**src/include/lsu_pkg.sv**
```systemverilog
package lsu_pkg;

  localparam int unsigned DATA_W = 16;
  localparam int unsigned APB_AW = 8;

  // Byte addresses on the APB
  localparam logic [7:0] ADDR_REG_BASE = 8'h00;
  localparam logic [7:0] ADDR_REG_LAST = 8'h3c;
  localparam logic [7:0] ADDR_MEM_OPERAND = 8'h40;
  localparam logic [7:0] ADDR_COMMAND = 8'h44;
  localparam logic [7:0] ADDR_FLAGS = 8'h48;
  localparam logic [7:0] ADDR_STATUS = 8'h4c;

  // Command word fields
  localparam int unsigned CMD_COUNT_LSB = 0;
  localparam int unsigned CMD_SRC_LSB = 4;
  localparam int unsigned CMD_IMM_LSB = 0;
  localparam int unsigned CMD_DEST_LSB = 8;
  localparam int unsigned CMD_OP_LSB = 16;
  localparam int unsigned CMD_USED_W = 21;
  localparam int unsigned FLAGS_W = 4;
  localparam int unsigned STATUS_W = 6;

  // Reset values
  localparam logic [15:0] REG_RESET = 16'h0000;
  localparam logic [20:0] CMD_RESET = 21'h00000;

  // Full count used when the count field holds zero
  localparam logic [4:0] COUNT_FULL = 5'h10;
  localparam int unsigned MAX_STEPS = 16;

  typedef enum logic [4:0] {
    LSU_OP_AND = 5'h00,
    LSU_OP_MEM_CONJ = 5'h01,
    LSU_OP_AND_LIT = 5'h02,
    LSU_OP_OR = 5'h03,
    LSU_OP_OR_MEM = 5'h04,
    LSU_OP_XOR = 5'h05,
    LSU_OP_XOR_MEM = 5'h06,
    LSU_OP_INVERT_WORD = 5'h07,
    LSU_OP_INVERT_BYTE = 5'h08,
    LSU_OP_BIT_TEST = 5'h09,
    LSU_OP_BIT_TEST_MEM = 5'h0a,
    LSU_OP_ROT_LEFT_CARRY = 5'h0b,
    LSU_OP_ROT_LEFT_CARRY_BYTE = 5'h0c,
    LSU_OP_ROT_RIGHT_CARRY = 5'h0d,
    LSU_OP_ROT_RIGHT_CARRY_BYTE = 5'h0e,
    LSU_OP_SHL_ZERO = 5'h0f,
    LSU_OP_SHL_ZERO_BYTE = 5'h10,
    LSU_OP_SHL_DOUBLE = 5'h11,
    LSU_OP_SHR_ZERO = 5'h12,
    LSU_OP_ROT_RIGHT_CIRC = 5'h13,
    LSU_OP_SHR_DOUBLE = 5'h14,
    LSU_OP_SHL_ARITH = 5'h15
  } lsu_op_t;

  typedef struct packed {
    logic sign;
    logic link;
    logic ovf;
    logic nz;
  } lsu_flags_t;

  typedef struct packed {
    lsu_op_t op;
    logic [3:0] dest;
    logic [3:0] src;
    logic [3:0] count;
  } lsu_cmd_t;

  typedef enum logic [2:0] {
    LSU_RGN_REG = 3'h0,
    LSU_RGN_MEM = 3'h1,
    LSU_RGN_CMD = 3'h2,
    LSU_RGN_FLAGS = 3'h3,
    LSU_RGN_STATUS = 3'h4,
    LSU_RGN_NONE = 3'h7
  } lsu_region_t;

endpackage : lsu_pkg

```
**src/lsu_unit.sv**
```systemverilog
// Our own choices: the APB slave port and the placing of the registers.
`timescale 1ns/10ps
// Function
// - AND writes dest AND source or memory word; nonzero from result, overflow cleared
// - AND literal changes low byte only; nonzero from byte, sign takes bit 7
// - OR writes dest OR source or memory; nonzero and sign follow result
// - Memory forms except bit test change only the destination, never the memory operand word
// - XOR writes dest XOR source or memory; nonzero and sign follow result
// - Word invert of source into dest; link cleared; sign is result top bit
// - Byte invert of source low byte into dest low byte; link cleared
// - Bit test ANDs operands without writing; nonzero and sign from AND
// - Rotate left through link by N up to 16 steps
// - Byte rotate left through link on the low 8 bits
// - Rotate right through link by N up to 16 steps
// - Byte rotate right through link; sign takes result bit 7
// - Logical shift left with zero fill, bit 15 into link each step
// - Byte logical shift left, bit 7 into link each step
// - Double shift left on the 32-bit pair, high word first
// - Pair starting at register 15 uses register 0 as low word
// - Count field bits 0 to 3 holds count modulo 16; zero means sixteen
// - Logical shift right, bit 0 into link, zero into bit 15
// - Circular right rotate leaves link unchanged; nonzero from original
// - Double shift right on the pair, low bit 0 into link
// - Arithmetic shift left sets overflow when link differs from bit 15
module lsu_unit #(
  parameter int unsigned NUM_REGS = 16
) (
  input wire logic pclk,
  input wire logic presetn,
  input wire logic psel,
  input wire logic penable,
  input wire logic pwrite,
  input wire logic [7:0] paddr,
  input wire logic [31:0] pwdata,
  output logic [31:0] prdata,
  output logic pready,
  output logic pslverr
);

  logic [15:0] regs [NUM_REGS];
  logic [15:0] mem_operand;
  lsu_pkg::lsu_cmd_t last_cmd;
  lsu_pkg::lsu_flags_t flags;
  logic bad_op;
  logic [4:0] exec_count;

  logic wr_en;
  logic setup;
  lsu_pkg::lsu_region_t wr_rgn;
  lsu_pkg::lsu_region_t rd_rgn;
  lsu_pkg::lsu_cmd_t cmd_in;
  logic exec;

  logic [15:0] dest_reg;
  logic [15:0] src_reg;
  logic [15:0] pair_low;
  logic [3:0] pair_idx;
  logic [7:0] immediate_byte;
  logic [4:0] steps;

  logic [15:0] next_dest;
  logic [15:0] next_low;
  logic next_dest_we;
  logic next_low_we;
  lsu_pkg::lsu_flags_t next_flags;
  logic next_bad;

  function automatic lsu_pkg::lsu_region_t decode_addr(input logic [7:0] a);
    lsu_pkg::lsu_region_t r;
    r = lsu_pkg::LSU_RGN_NONE;
    if (a[1:0] != 2'h0) begin
      r = lsu_pkg::LSU_RGN_NONE;
    end else if (a <= lsu_pkg::ADDR_REG_LAST) begin
      r = lsu_pkg::LSU_RGN_REG;
    end else if (a == lsu_pkg::ADDR_MEM_OPERAND) begin
      r = lsu_pkg::LSU_RGN_MEM;
    end else if (a == lsu_pkg::ADDR_COMMAND) begin
      r = lsu_pkg::LSU_RGN_CMD;
    end else if (a == lsu_pkg::ADDR_FLAGS) begin
      r = lsu_pkg::LSU_RGN_FLAGS;
    end else if (a == lsu_pkg::ADDR_STATUS) begin
      r = lsu_pkg::LSU_RGN_STATUS;
    end
    return r;
  endfunction : decode_addr

  function automatic logic is_known_op(input logic [4:0] op);
    return op <= lsu_pkg::LSU_OP_SHL_ARITH;
  endfunction : is_known_op

  // Zero-wait-state slave
  assign pready = 1'b1;
  assign setup = psel & ~penable;
  assign wr_en = psel & penable & pwrite;
  assign wr_rgn = decode_addr(paddr);
  assign rd_rgn = wr_rgn;

  assign cmd_in.op = lsu_pkg::lsu_op_t'(pwdata[lsu_pkg::CMD_OP_LSB +: 5]);
  assign cmd_in.dest = pwdata[lsu_pkg::CMD_DEST_LSB +: 4];
  assign cmd_in.src = pwdata[lsu_pkg::CMD_SRC_LSB +: 4];
  assign cmd_in.count = pwdata[lsu_pkg::CMD_COUNT_LSB +: 4];
  assign exec = wr_en & (wr_rgn == lsu_pkg::LSU_RGN_CMD);

  // Operand fetch from the register file
  assign dest_reg = regs[cmd_in.dest];
  assign src_reg = regs[cmd_in.src];
  assign pair_idx = cmd_in.dest + 4'h1;
  assign pair_low = regs[pair_idx];
  assign immediate_byte = pwdata[lsu_pkg::CMD_IMM_LSB +: 8];
  // Count field modulo 16, zero encodes sixteen; a true zero count cannot occur
  assign steps = (cmd_in.count == 4'h0) ? lsu_pkg::COUNT_FULL : {1'b0, cmd_in.count};

  // Result and flags for the command in the write data
  always_comb begin
    logic [15:0] hi;
    logic [15:0] lo;
    logic lk;
    logic [15:0] conj;
    hi = dest_reg;
    lo = pair_low;
    lk = flags.link;
    conj = 16'h0000;
    next_dest = dest_reg;
    next_low = pair_low;
    next_dest_we = 1'b0;
    next_low_we = 1'b0;
    next_flags = flags;
    next_bad = 1'b0;
    case (cmd_in.op)
      lsu_pkg::LSU_OP_AND, lsu_pkg::LSU_OP_MEM_CONJ: begin
        next_dest = dest_reg & ((cmd_in.op == lsu_pkg::LSU_OP_AND) ? src_reg : mem_operand);
        next_dest_we = 1'b1;
        next_flags.nz = |next_dest;
        next_flags.ovf = 1'b0;
        next_flags.sign = next_dest[15];
      end
      lsu_pkg::LSU_OP_AND_LIT: begin
        next_dest = {dest_reg[15:8], dest_reg[7:0] & immediate_byte};
        next_dest_we = 1'b1;
        next_flags.nz = |next_dest[7:0];
        next_flags.sign = next_dest[7];
      end
      lsu_pkg::LSU_OP_OR, lsu_pkg::LSU_OP_OR_MEM: begin
        next_dest = dest_reg | ((cmd_in.op == lsu_pkg::LSU_OP_OR) ? src_reg : mem_operand);
        next_dest_we = 1'b1;
        next_flags.nz = |next_dest;
        next_flags.sign = next_dest[15];
      end
      lsu_pkg::LSU_OP_XOR, lsu_pkg::LSU_OP_XOR_MEM: begin
        next_dest = dest_reg ^ ((cmd_in.op == lsu_pkg::LSU_OP_XOR) ? src_reg : mem_operand);
        next_dest_we = 1'b1;
        next_flags.nz = |next_dest;
        next_flags.sign = next_dest[15];
      end
      lsu_pkg::LSU_OP_INVERT_WORD: begin
        next_dest = ~src_reg;
        next_dest_we = 1'b1;
        next_flags.nz = (src_reg != 16'hffff);
        next_flags.link = 1'b0;
        next_flags.sign = next_dest[15];
      end
      lsu_pkg::LSU_OP_INVERT_BYTE: begin
        next_dest = {dest_reg[15:8], ~src_reg[7:0]};
        next_dest_we = 1'b1;
        next_flags.nz = (src_reg[7:0] != 8'hff);
        next_flags.link = 1'b0;
        next_flags.sign = next_dest[7];
      end
      lsu_pkg::LSU_OP_BIT_TEST, lsu_pkg::LSU_OP_BIT_TEST_MEM: begin
        conj = dest_reg & ((cmd_in.op == lsu_pkg::LSU_OP_BIT_TEST) ? src_reg : mem_operand);
        next_flags.nz = |conj;
        next_flags.sign = conj[15];
      end
      lsu_pkg::LSU_OP_ROT_LEFT_CARRY, lsu_pkg::LSU_OP_ROT_LEFT_CARRY_BYTE,
      lsu_pkg::LSU_OP_ROT_RIGHT_CARRY, lsu_pkg::LSU_OP_ROT_RIGHT_CARRY_BYTE,
      lsu_pkg::LSU_OP_SHL_ZERO, lsu_pkg::LSU_OP_SHL_ZERO_BYTE, lsu_pkg::LSU_OP_SHL_ARITH,
      lsu_pkg::LSU_OP_SHL_DOUBLE, lsu_pkg::LSU_OP_SHR_ZERO, lsu_pkg::LSU_OP_ROT_RIGHT_CIRC,
      lsu_pkg::LSU_OP_SHR_DOUBLE: begin
        // One pass per step; the link is taken before the word moves
        for (int i = 0; i < lsu_pkg::MAX_STEPS; i++) begin
          if (5'(i) < steps) begin
            case (cmd_in.op)
              lsu_pkg::LSU_OP_ROT_LEFT_CARRY: begin
                {lk, hi} = {hi, lk};
              end
              lsu_pkg::LSU_OP_ROT_LEFT_CARRY_BYTE: begin
                {lk, hi[7:0]} = {hi[7:0], lk};
              end
              lsu_pkg::LSU_OP_ROT_RIGHT_CARRY: begin
                {hi, lk} = {lk, hi};
              end
              lsu_pkg::LSU_OP_ROT_RIGHT_CARRY_BYTE: begin
                {hi[7:0], lk} = {lk, hi[7:0]};
              end
              lsu_pkg::LSU_OP_SHL_ZERO, lsu_pkg::LSU_OP_SHL_ARITH: begin
                {lk, hi} = {hi, 1'b0};
              end
              lsu_pkg::LSU_OP_SHL_ZERO_BYTE: begin
                {lk, hi[7:0]} = {hi[7:0], 1'b0};
              end
              lsu_pkg::LSU_OP_SHL_DOUBLE: begin
                {lk, hi, lo} = {hi, lo, 1'b0};
              end
              lsu_pkg::LSU_OP_SHR_ZERO: begin
                {hi, lk} = {1'b0, hi};
              end
              lsu_pkg::LSU_OP_ROT_RIGHT_CIRC: begin
                hi = {hi[0], hi[15:1]};
              end
              lsu_pkg::LSU_OP_SHR_DOUBLE: begin
                {hi, lo, lk} = {1'b0, hi, lo};
              end
              default: begin
                hi = hi;
              end
            endcase
          end
        end
        next_dest = hi;
        next_dest_we = 1'b1;
        next_flags.link = lk;
        case (cmd_in.op)
          lsu_pkg::LSU_OP_ROT_LEFT_CARRY_BYTE, lsu_pkg::LSU_OP_ROT_RIGHT_CARRY_BYTE,
          lsu_pkg::LSU_OP_SHL_ZERO_BYTE: begin
            next_flags.nz = |hi[7:0];
            next_flags.sign = hi[7];
          end
          lsu_pkg::LSU_OP_SHL_DOUBLE, lsu_pkg::LSU_OP_SHR_DOUBLE: begin
            next_low = lo;
            next_low_we = 1'b1;
            next_flags.nz = |{hi, lo};
            next_flags.sign = hi[15];
          end
          lsu_pkg::LSU_OP_ROT_RIGHT_CIRC: begin
            next_flags.nz = |dest_reg;
            next_flags.sign = hi[15];
          end
          lsu_pkg::LSU_OP_SHL_ARITH: begin
            next_flags.nz = |hi;
            next_flags.sign = hi[15];
            next_flags.ovf = lk ^ hi[15];
          end
          default: begin
            next_flags.nz = |hi;
            next_flags.sign = hi[15];
          end
        endcase
      end
      default: begin
        next_bad = 1'b1;
      end
    endcase
  end

  // Register file: software writes and instruction results
  generate
    for (genvar g = 0; g < NUM_REGS; g++) begin : g_regs
      always_ff @(posedge pclk or negedge presetn) begin
        if (!presetn) begin
          regs[g] <= lsu_pkg::REG_RESET;
        end else if (exec && next_dest_we && cmd_in.dest == 4'(g)) begin
          regs[g] <= next_dest;
        end else if (exec && next_low_we && pair_idx == 4'(g)) begin
          regs[g] <= next_low;
        end else if (wr_en && wr_rgn == lsu_pkg::LSU_RGN_REG && paddr[5:2] == 4'(g)) begin
          regs[g] <= pwdata[15:0];
        end
      end
    end
  endgenerate

  // Memory operand word, written only by software writes at ADDR_MEM_OPERAND
  always_ff @(posedge pclk or negedge presetn) begin
    if (!presetn) begin
      mem_operand <= lsu_pkg::REG_RESET;
    end else if (wr_en && wr_rgn == lsu_pkg::LSU_RGN_MEM) begin
      mem_operand <= pwdata[15:0];
    end
  end

  // Last accepted command, read back in the command word layout
  always_ff @(posedge pclk or negedge presetn) begin
    if (!presetn) begin
      last_cmd <= lsu_pkg::lsu_cmd_t'(17'(lsu_pkg::CMD_RESET));
    end else if (exec) begin
      last_cmd <= cmd_in;
    end
  end

  // Condition flags; an executed command wins over a software write
  always_ff @(posedge pclk or negedge presetn) begin
    if (!presetn) begin
      flags <= '0;
    end else if (exec) begin
      flags <= next_flags;
    end else if (wr_en && wr_rgn == lsu_pkg::LSU_RGN_FLAGS) begin
      flags <= pwdata[lsu_pkg::FLAGS_W-1:0];
    end
  end

  // Sticky unknown-opcode bit; a new error wins over a clear
  always_ff @(posedge pclk or negedge presetn) begin
    if (!presetn) begin
      bad_op <= 1'b0;
    end else if (exec && next_bad) begin
      bad_op <= 1'b1;
    end else if (wr_en && wr_rgn == lsu_pkg::LSU_RGN_STATUS && pwdata[0]) begin
      bad_op <= 1'b0;
    end
  end

  // Step count of the last known command
  always_ff @(posedge pclk or negedge presetn) begin
    if (!presetn) begin
      exec_count <= 5'h00;
    end else if (exec && is_known_op(cmd_in.op)) begin
      exec_count <= steps;
    end
  end

  // Read data captured in the setup phase
  always_ff @(posedge pclk or negedge presetn) begin
    if (!presetn) begin
      prdata <= 32'h00000000;
      pslverr <= 1'b0;
    end else if (setup) begin
      pslverr <= (rd_rgn == lsu_pkg::LSU_RGN_NONE);
      case (rd_rgn)
        lsu_pkg::LSU_RGN_REG: prdata <= {16'h0000, regs[paddr[5:2]]};
        lsu_pkg::LSU_RGN_MEM: prdata <= {16'h0000, mem_operand};
        lsu_pkg::LSU_RGN_CMD: begin
          prdata <= {11'h0, last_cmd.op, 4'h0, last_cmd.dest, last_cmd.src, last_cmd.count};
        end
        lsu_pkg::LSU_RGN_FLAGS: prdata <= {28'h0000000, flags};
        lsu_pkg::LSU_RGN_STATUS: prdata <= {26'h0, exec_count, bad_op};
        default: prdata <= 32'h00000000;
      endcase
    end
  end

endmodule : lsu_unit

```
**config.mk**
```make
export PLATFORM = sky130hd
export DESIGN_NAME = lsu_unit
export DESIGN_NICKNAME = d
export VERILOG_FILES = /design/src/include/lsu_pkg.sv /design/src/lsu_unit.sv
export SDC_FILE = /design/constraint.sdc
export NUM_CORES = 2
export LEC_CHECK = 0
export BUFFER_PORTS_ARGS = -buffer_cell sky130_fd_sc_hd__buf_2
export CORE_AREA = 2 2 245 247
export DETAILED_ROUTE_END_ITERATION = 8
export DIE_AREA = 0 0 247 249
export PLACE_DENSITY = 0.86
export RECOVER_POWER = 100
export SYNTH_ARGS = -nofsm -noshare
export SYNTH_HDL_FRONTEND = slang
export SYNTH_SLANG_ARGS = --single-unit
```
**constraint.sdc**
```tcl
create_clock -name pclk -period 14.4 [get_ports pclk]
set_input_delay 1.44 -clock pclk [delete_from_list [all_inputs] [get_ports pclk]]
set_output_delay 1.44 -clock pclk [all_outputs]
set_load 0.05 [all_outputs]
```
==> metrics.yaml, run 1 <==
async_flop_share: 1.00
ys.flop_type: "dfrtp_1"
grtUsageTotal: 0.752
ys_seq_area_frac: 0.196
routabilityCongestion: 1.22
postCtsSetupBuffers: 0
clockBufferDepth: 3
cts-resized-gates: 0
grt_pass1_wl_mm: 346
haltStage: "global routing (5_1_grt)"
firstError: "[ERROR GRT-0116] Global routing finished with congestion. Check the congestion regions in the DRC Viewer."
synth_cell_types: 118
die_y_um: 249
status: "stopped before the end"
cts_max_level: 2
synth_warnings: 0
rows: 89
syn_avg_cell_area_um2: 7.60
port_buffers: 55
cts.sinks: 321
grt_pass1_vias: 52873
synth_edf_count: 0
cts-hold-fix-buffers: 0
io_pins: 79
cts_buffers: 37
die_w_um: 247
synthCells: 5377
ys_ff_latch: 321
pre_cts_slack_ps: 1590
grt_max_degree: 128
floorplan.initialDensity: 0.697
detailed_place_hpwl_mm: 149
overflow: 7
netlist_area_um2: 40900
clk_root_buffer_cell: "clkbuf_16"
-- logic make-up after synthesis --
logic type | share of synthesized area
DFF | 0.196
AOI/OAI and AO/OA | 0.343
adders and majority gates | 0.00153
buffers and inverters | 0.0535
and+or+nand+nor | 0.209
other | 0.000184
muxes | 0.192
xor gates and xnor gates | 0.00511
-- layer usage --
layer / global-route usage / overflow
met5: 0.278 / 0
met4: 0.706 / 3
met3: 0.600 / 1
met2: 0.909 / 3
met1: 0.774 / 0
-- Yosys cell counts (15+ instances only) --
| cell type | number | area, um^2 |
|---|---|---|
| a2111oi_0 | 19 | 166 |
| a211o_1 | 18 | 158 |
| a211oi_1 | 113 | 848 |
| a21o_1 | 22 | 165 |
| a21oi_1 | 607 | 3040 |
| a221oi_1 | 102 | 893 |
| a22o_1 | 17 | 149 |
| a22oi_1 | 70 | 526 |
| a31oi_1 | 82 | 513 |
| and2_1 | 52 | 325 |
| and3_1 | 37 | 231 |
| buf_1 | 54 | 203 |
| buf_2 | 40 | 200 |
| buf_4 | 24 | 180 |
| clkbuf_1 | 365 | 1370 |
| dfrtp_1 | 321 | 8030 |
| inv_1 | 19 | 71.3 |
| mux2_2 | 34 | 383 |
| mux2i_1 | 159 | 1590 |
| mux4_2 | 259 | 5830 |
| nand2_1 | 684 | 2570 |
| nand2b_1 | 37 | 231 |
| nand3_1 | 122 | 611 |
| nand4_1 | 29 | 181 |
| nor2_1 | 743 | 2790 |
| nor2b_1 | 19 | 119 |
| nor3_1 | 112 | 561 |
| nor4_1 | 31 | 194 |
| o211ai_1 | 131 | 983 |
| o21a_1 | 46 | 345 |
| o21ai_0 | 342 | 1710 |
| o21ai_1 | 48 | 240 |
| o221ai_1 | 48 | 420 |
| o22ai_1 | 86 | 538 |
| o311ai_0 | 21 | 184 |
| o31ai_1 | 71 | 533 |
| o32ai_1 | 19 | 166 |
| or2_2 | 15 | 93.8 |
| or3_1 | 16 | 100 |
-- stage by stage --
step / std cells / area [um^2] / hold slack [ps]
after CTS: 5964 / 43100 / 467
after global placement: 5898 / 41700 / 447
after floorplan: 5387 / 40900 / 441
after detailed placement: 5898 / 41700 / 454
==> inputs of run 2 (changes only) <==
--- a/config.mk
+++ b/config.mk
@@ -6,10 +6,10 @@
 export NUM_CORES = 2
 export LEC_CHECK = 0
 export BUFFER_PORTS_ARGS = -buffer_cell sky130_fd_sc_hd__buf_2
-export CORE_AREA = 2 2 245 247
+export CORE_AREA = 2 2 323 325
 export DETAILED_ROUTE_END_ITERATION = 8
-export DIE_AREA = 0 0 247 249
-export PLACE_DENSITY = 0.86
+export DIE_AREA = 0 0 325 327
+export PLACE_DENSITY_LB_ADDON = 0.15
 export RECOVER_POWER = 100
 export SYNTH_ARGS = -nofsm -noshare
 export SYNTH_HDL_FRONTEND = slang
==> metrics.yaml, run 2 <==
seqPwrFrac: 0.292
ys_ff_latch: 321  # unchanged
fillCellCount: 10652
port_buffers: 55  # unchanged
final.min_clock_period_ps: 13460
core-area_um2: 103000
cpPeakStageDelay_ps: 990
die_w_um: 325  # was 247 um
violations: "max-capacitance violations, max-slew violations"
grt_use_met2: 0.614
cts-hold-fix-buffers: 0  # unchanged
synth_top_area_cell: "dfrtp_1"  # unchanged
regArea_um2: 8030
drt_pass1_iterations: 7
power_switching_mw: 1.39
synth_edf_count: 0  # unchanged
setup_viol: 0
io_pins: 79  # unchanged
synth_common_cells: "nor2_1 (743), nand2_1 (684), a21oi_1 (607)"  # unchanged
floorplan.initialDensity: 0.397  # was 0.697
status: "complete, but fails checks"  # was stopped before the end
fin_crit_sh: 0.934
top_regs: "regs x256, prdata x21, last_cmd x17"
critPathKind: "primary input to flip-flop"
netlist_area_um2: 40900  # unchanged
synth_warnings: 0  # unchanged
worst_setup_path_end_kind: "flip-flop"
worst_pin_slew_ps: 5010
routabilityCongestion: 1.05  # was 1.22
drive_above_1_share: 0.138
cts_buffers: 40  # was 37
grt_max_degree: 89
vias: 49000
use_met1: 0.523
postCtsSetupBuffers: 0  # unchanged
synth_top_area_frac: 0.196  # unchanged
drt_iter0_drc: 7163
cts.reportedPaths.clkPinSlew_ps: 60
grt_use_met3: 0.127
fin_total_pwr_mw: 3.29
async_flop_share: 1.00  # unchanged
fin_util: 0.427
rows: 118  # was 89
critPathArrivalTime_ps: 13970
finalWorstSetupSlack_ps: 944
p_leak_nw: 16.2
irDropWorstVdd_v: 0.0000860
crit_slowest_cell: "o2111ai_1"
cts.sinks: 321  # unchanged
max-slew-margin-rel: -2.34
cp_max_fo: 41
place_area_um2: 42800  # was 41700 um^2
clockBufferDepth: 3  # unchanged
yosys-top-cells-area: "dfrtp_1 (20%), mux4_2 (14%), a21oi_1 (7.4%)"  # unchanged
synthCells: 5377  # unchanged
cts_tree: "done"
combPwrFrac: 0.382
final-max-slew-violation-count: 352
viasPerCell: 7.40
pre_cts_slack_ps: 1700  # was 1590 ps
rsz0062_at_grt: "false"
grt_pass1_wl_mm: 334
fin_area_um2: 44000
dieArea_um2: 106000
ys_seq_area_frac: 0.196  # unchanged
cp.required_ps: 14920
p_clk_frac: 0.326
busiest_layer: "met2"
antenna_found_initial: 21
overflow: 0
wl_mm: 234
swShare: 0.422
multi_input_area_um2: 30900
layout_commonest_cell: "nor2_1"
ys.flop_type: "dfrtp_1"  # unchanged
min_path_type: "flip-flop to flip-flop"
tns_ps: 0
p_int_mw: 1.90
top_register: "regs"
final_cell_mix: "nor2_1 (735), nand2_1 (677), a21oi_1 (607)"
wl_per_cell_um: 35.3
detailed_place_hpwl_mm: 167  # was 149 mm
nets: 5249
rrSetupSlack_ps: 3380
die_y_um: 327  # was 249 um
synthToLayoutAreaGrowth_pct: 7.51
post-synth-top-count-cell: "nor2_1"  # unchanged
largest_register_ff_count: 256
fin_skew_ps: 22.4
clkLatencyLatePin_ps: 600
start_kind: "primary input"
synth_cell_types: 118  # unchanged
final_hold_viol_count: 0
cts-resized-gates: 0  # unchanged
drv_cap: 6
cp_common_cell: "buf_4"
fmax_mhz: 74.3
grt_pass1_vias: 45021
grtUsageTotal: 0.425
syn_avg_cell_area_um2: 7.60  # unchanged
drtAntennaViolNets: 0
cts_max_level: 2  # unchanged
drc: 0
clk_root_buffer_cell: "clkbuf_16"  # unchanged
power_density_nw_per_um2: 74.8
[run 2: cell counts after synthesis]
No cell type changed its count.
[run 2: final timing paths]
| check | start | to | depth (start not counted) |
|---|---|---|---|
| worst max-delay path | pwdata[8] | regs[231] | 33 |
| worst min-delay path | prdata[16] | prdata[16] | 2 |
| worst max register to register | regs[56] | regs[16] | 30 |
| worst min register to register | prdata[16] | prdata[16] | 2 |
| max in group asynchronous | presetn | regs[64] | 4 |
| min in group asynchronous | presetn | pslverr | 1 |
[run 2: layout make-up]
type                    instances  area share
diodes                         13    0.000740
clock buffers                  63      0.0277
clock inverters                10     0.00259
inverters                      20     0.00171
multi-input cells            4549       0.704
flip-flops and latches        321       0.183
well taps                    1380      0.0393
repair buffers                267      0.0412
[run 2: worst max-delay path: cells and delay by family]
| family | cells | cell delay, ps |
|---|---|---|
| buffers and inverters | 5 | 2070 |
| AO/OA/AOI/OAI | 19 | 7380 |
| multiplexers | 1 | 440 |
| AND/OR/NAND/NOR | 6 | 1260 |
| adder cells (fa/ha/maj) | 1 | 690 |
| XOR/XNOR | 1 | 590 |
[run 2: per-layer routing]
metal	wire length, um	up-vias
met1	85000	23765
met4	23200	14
met2	96700	3792
met5	83	-
li1	-	20410
met3	29100	1019
[run 2: through the flow]
| stage | hold slack, ps | instances |
|---|---|---|
| 6_report | 468 | 6623 |
| 5_1_grt | 489 | 6610 |
| 4_1_cts | 465 | 6610 |
| 3_5_place_dp | 452 | 6537 |
| 3_3_place_gp | 448 | 6537 |
| 2_1_floorplan | 441 | 5387 |
[run 2: logic make-up after synthesis]
group | after synthesis | share of synthesized area
AOI/OAI and AO/OA | 2093 | 0.343
and+or+nand+nor | 1962 | 0.209
buffers and inverters | 517 | 0.0535
muxes | 454 | 0.192
DFF | 321 | 0.196
xor gates and xnor gates | 23 | 0.00511
adders and majority gates | 5 | 0.00153
other | 2 | 0.000184
[run 2: power groups by stage]
stage               Sequential (mW)  Combinational, mW  Clock [mW]
finish                        0.961               1.26        1.07
global route                  0.962               1.31        1.10
CTS                           0.958               1.21        1.07
detailed placement            0.974               1.20           0
global placement              0.973               1.20           0
floorplan                     0.972              0.755           0
Note: power is estimated with default switching activity, not from simulation.
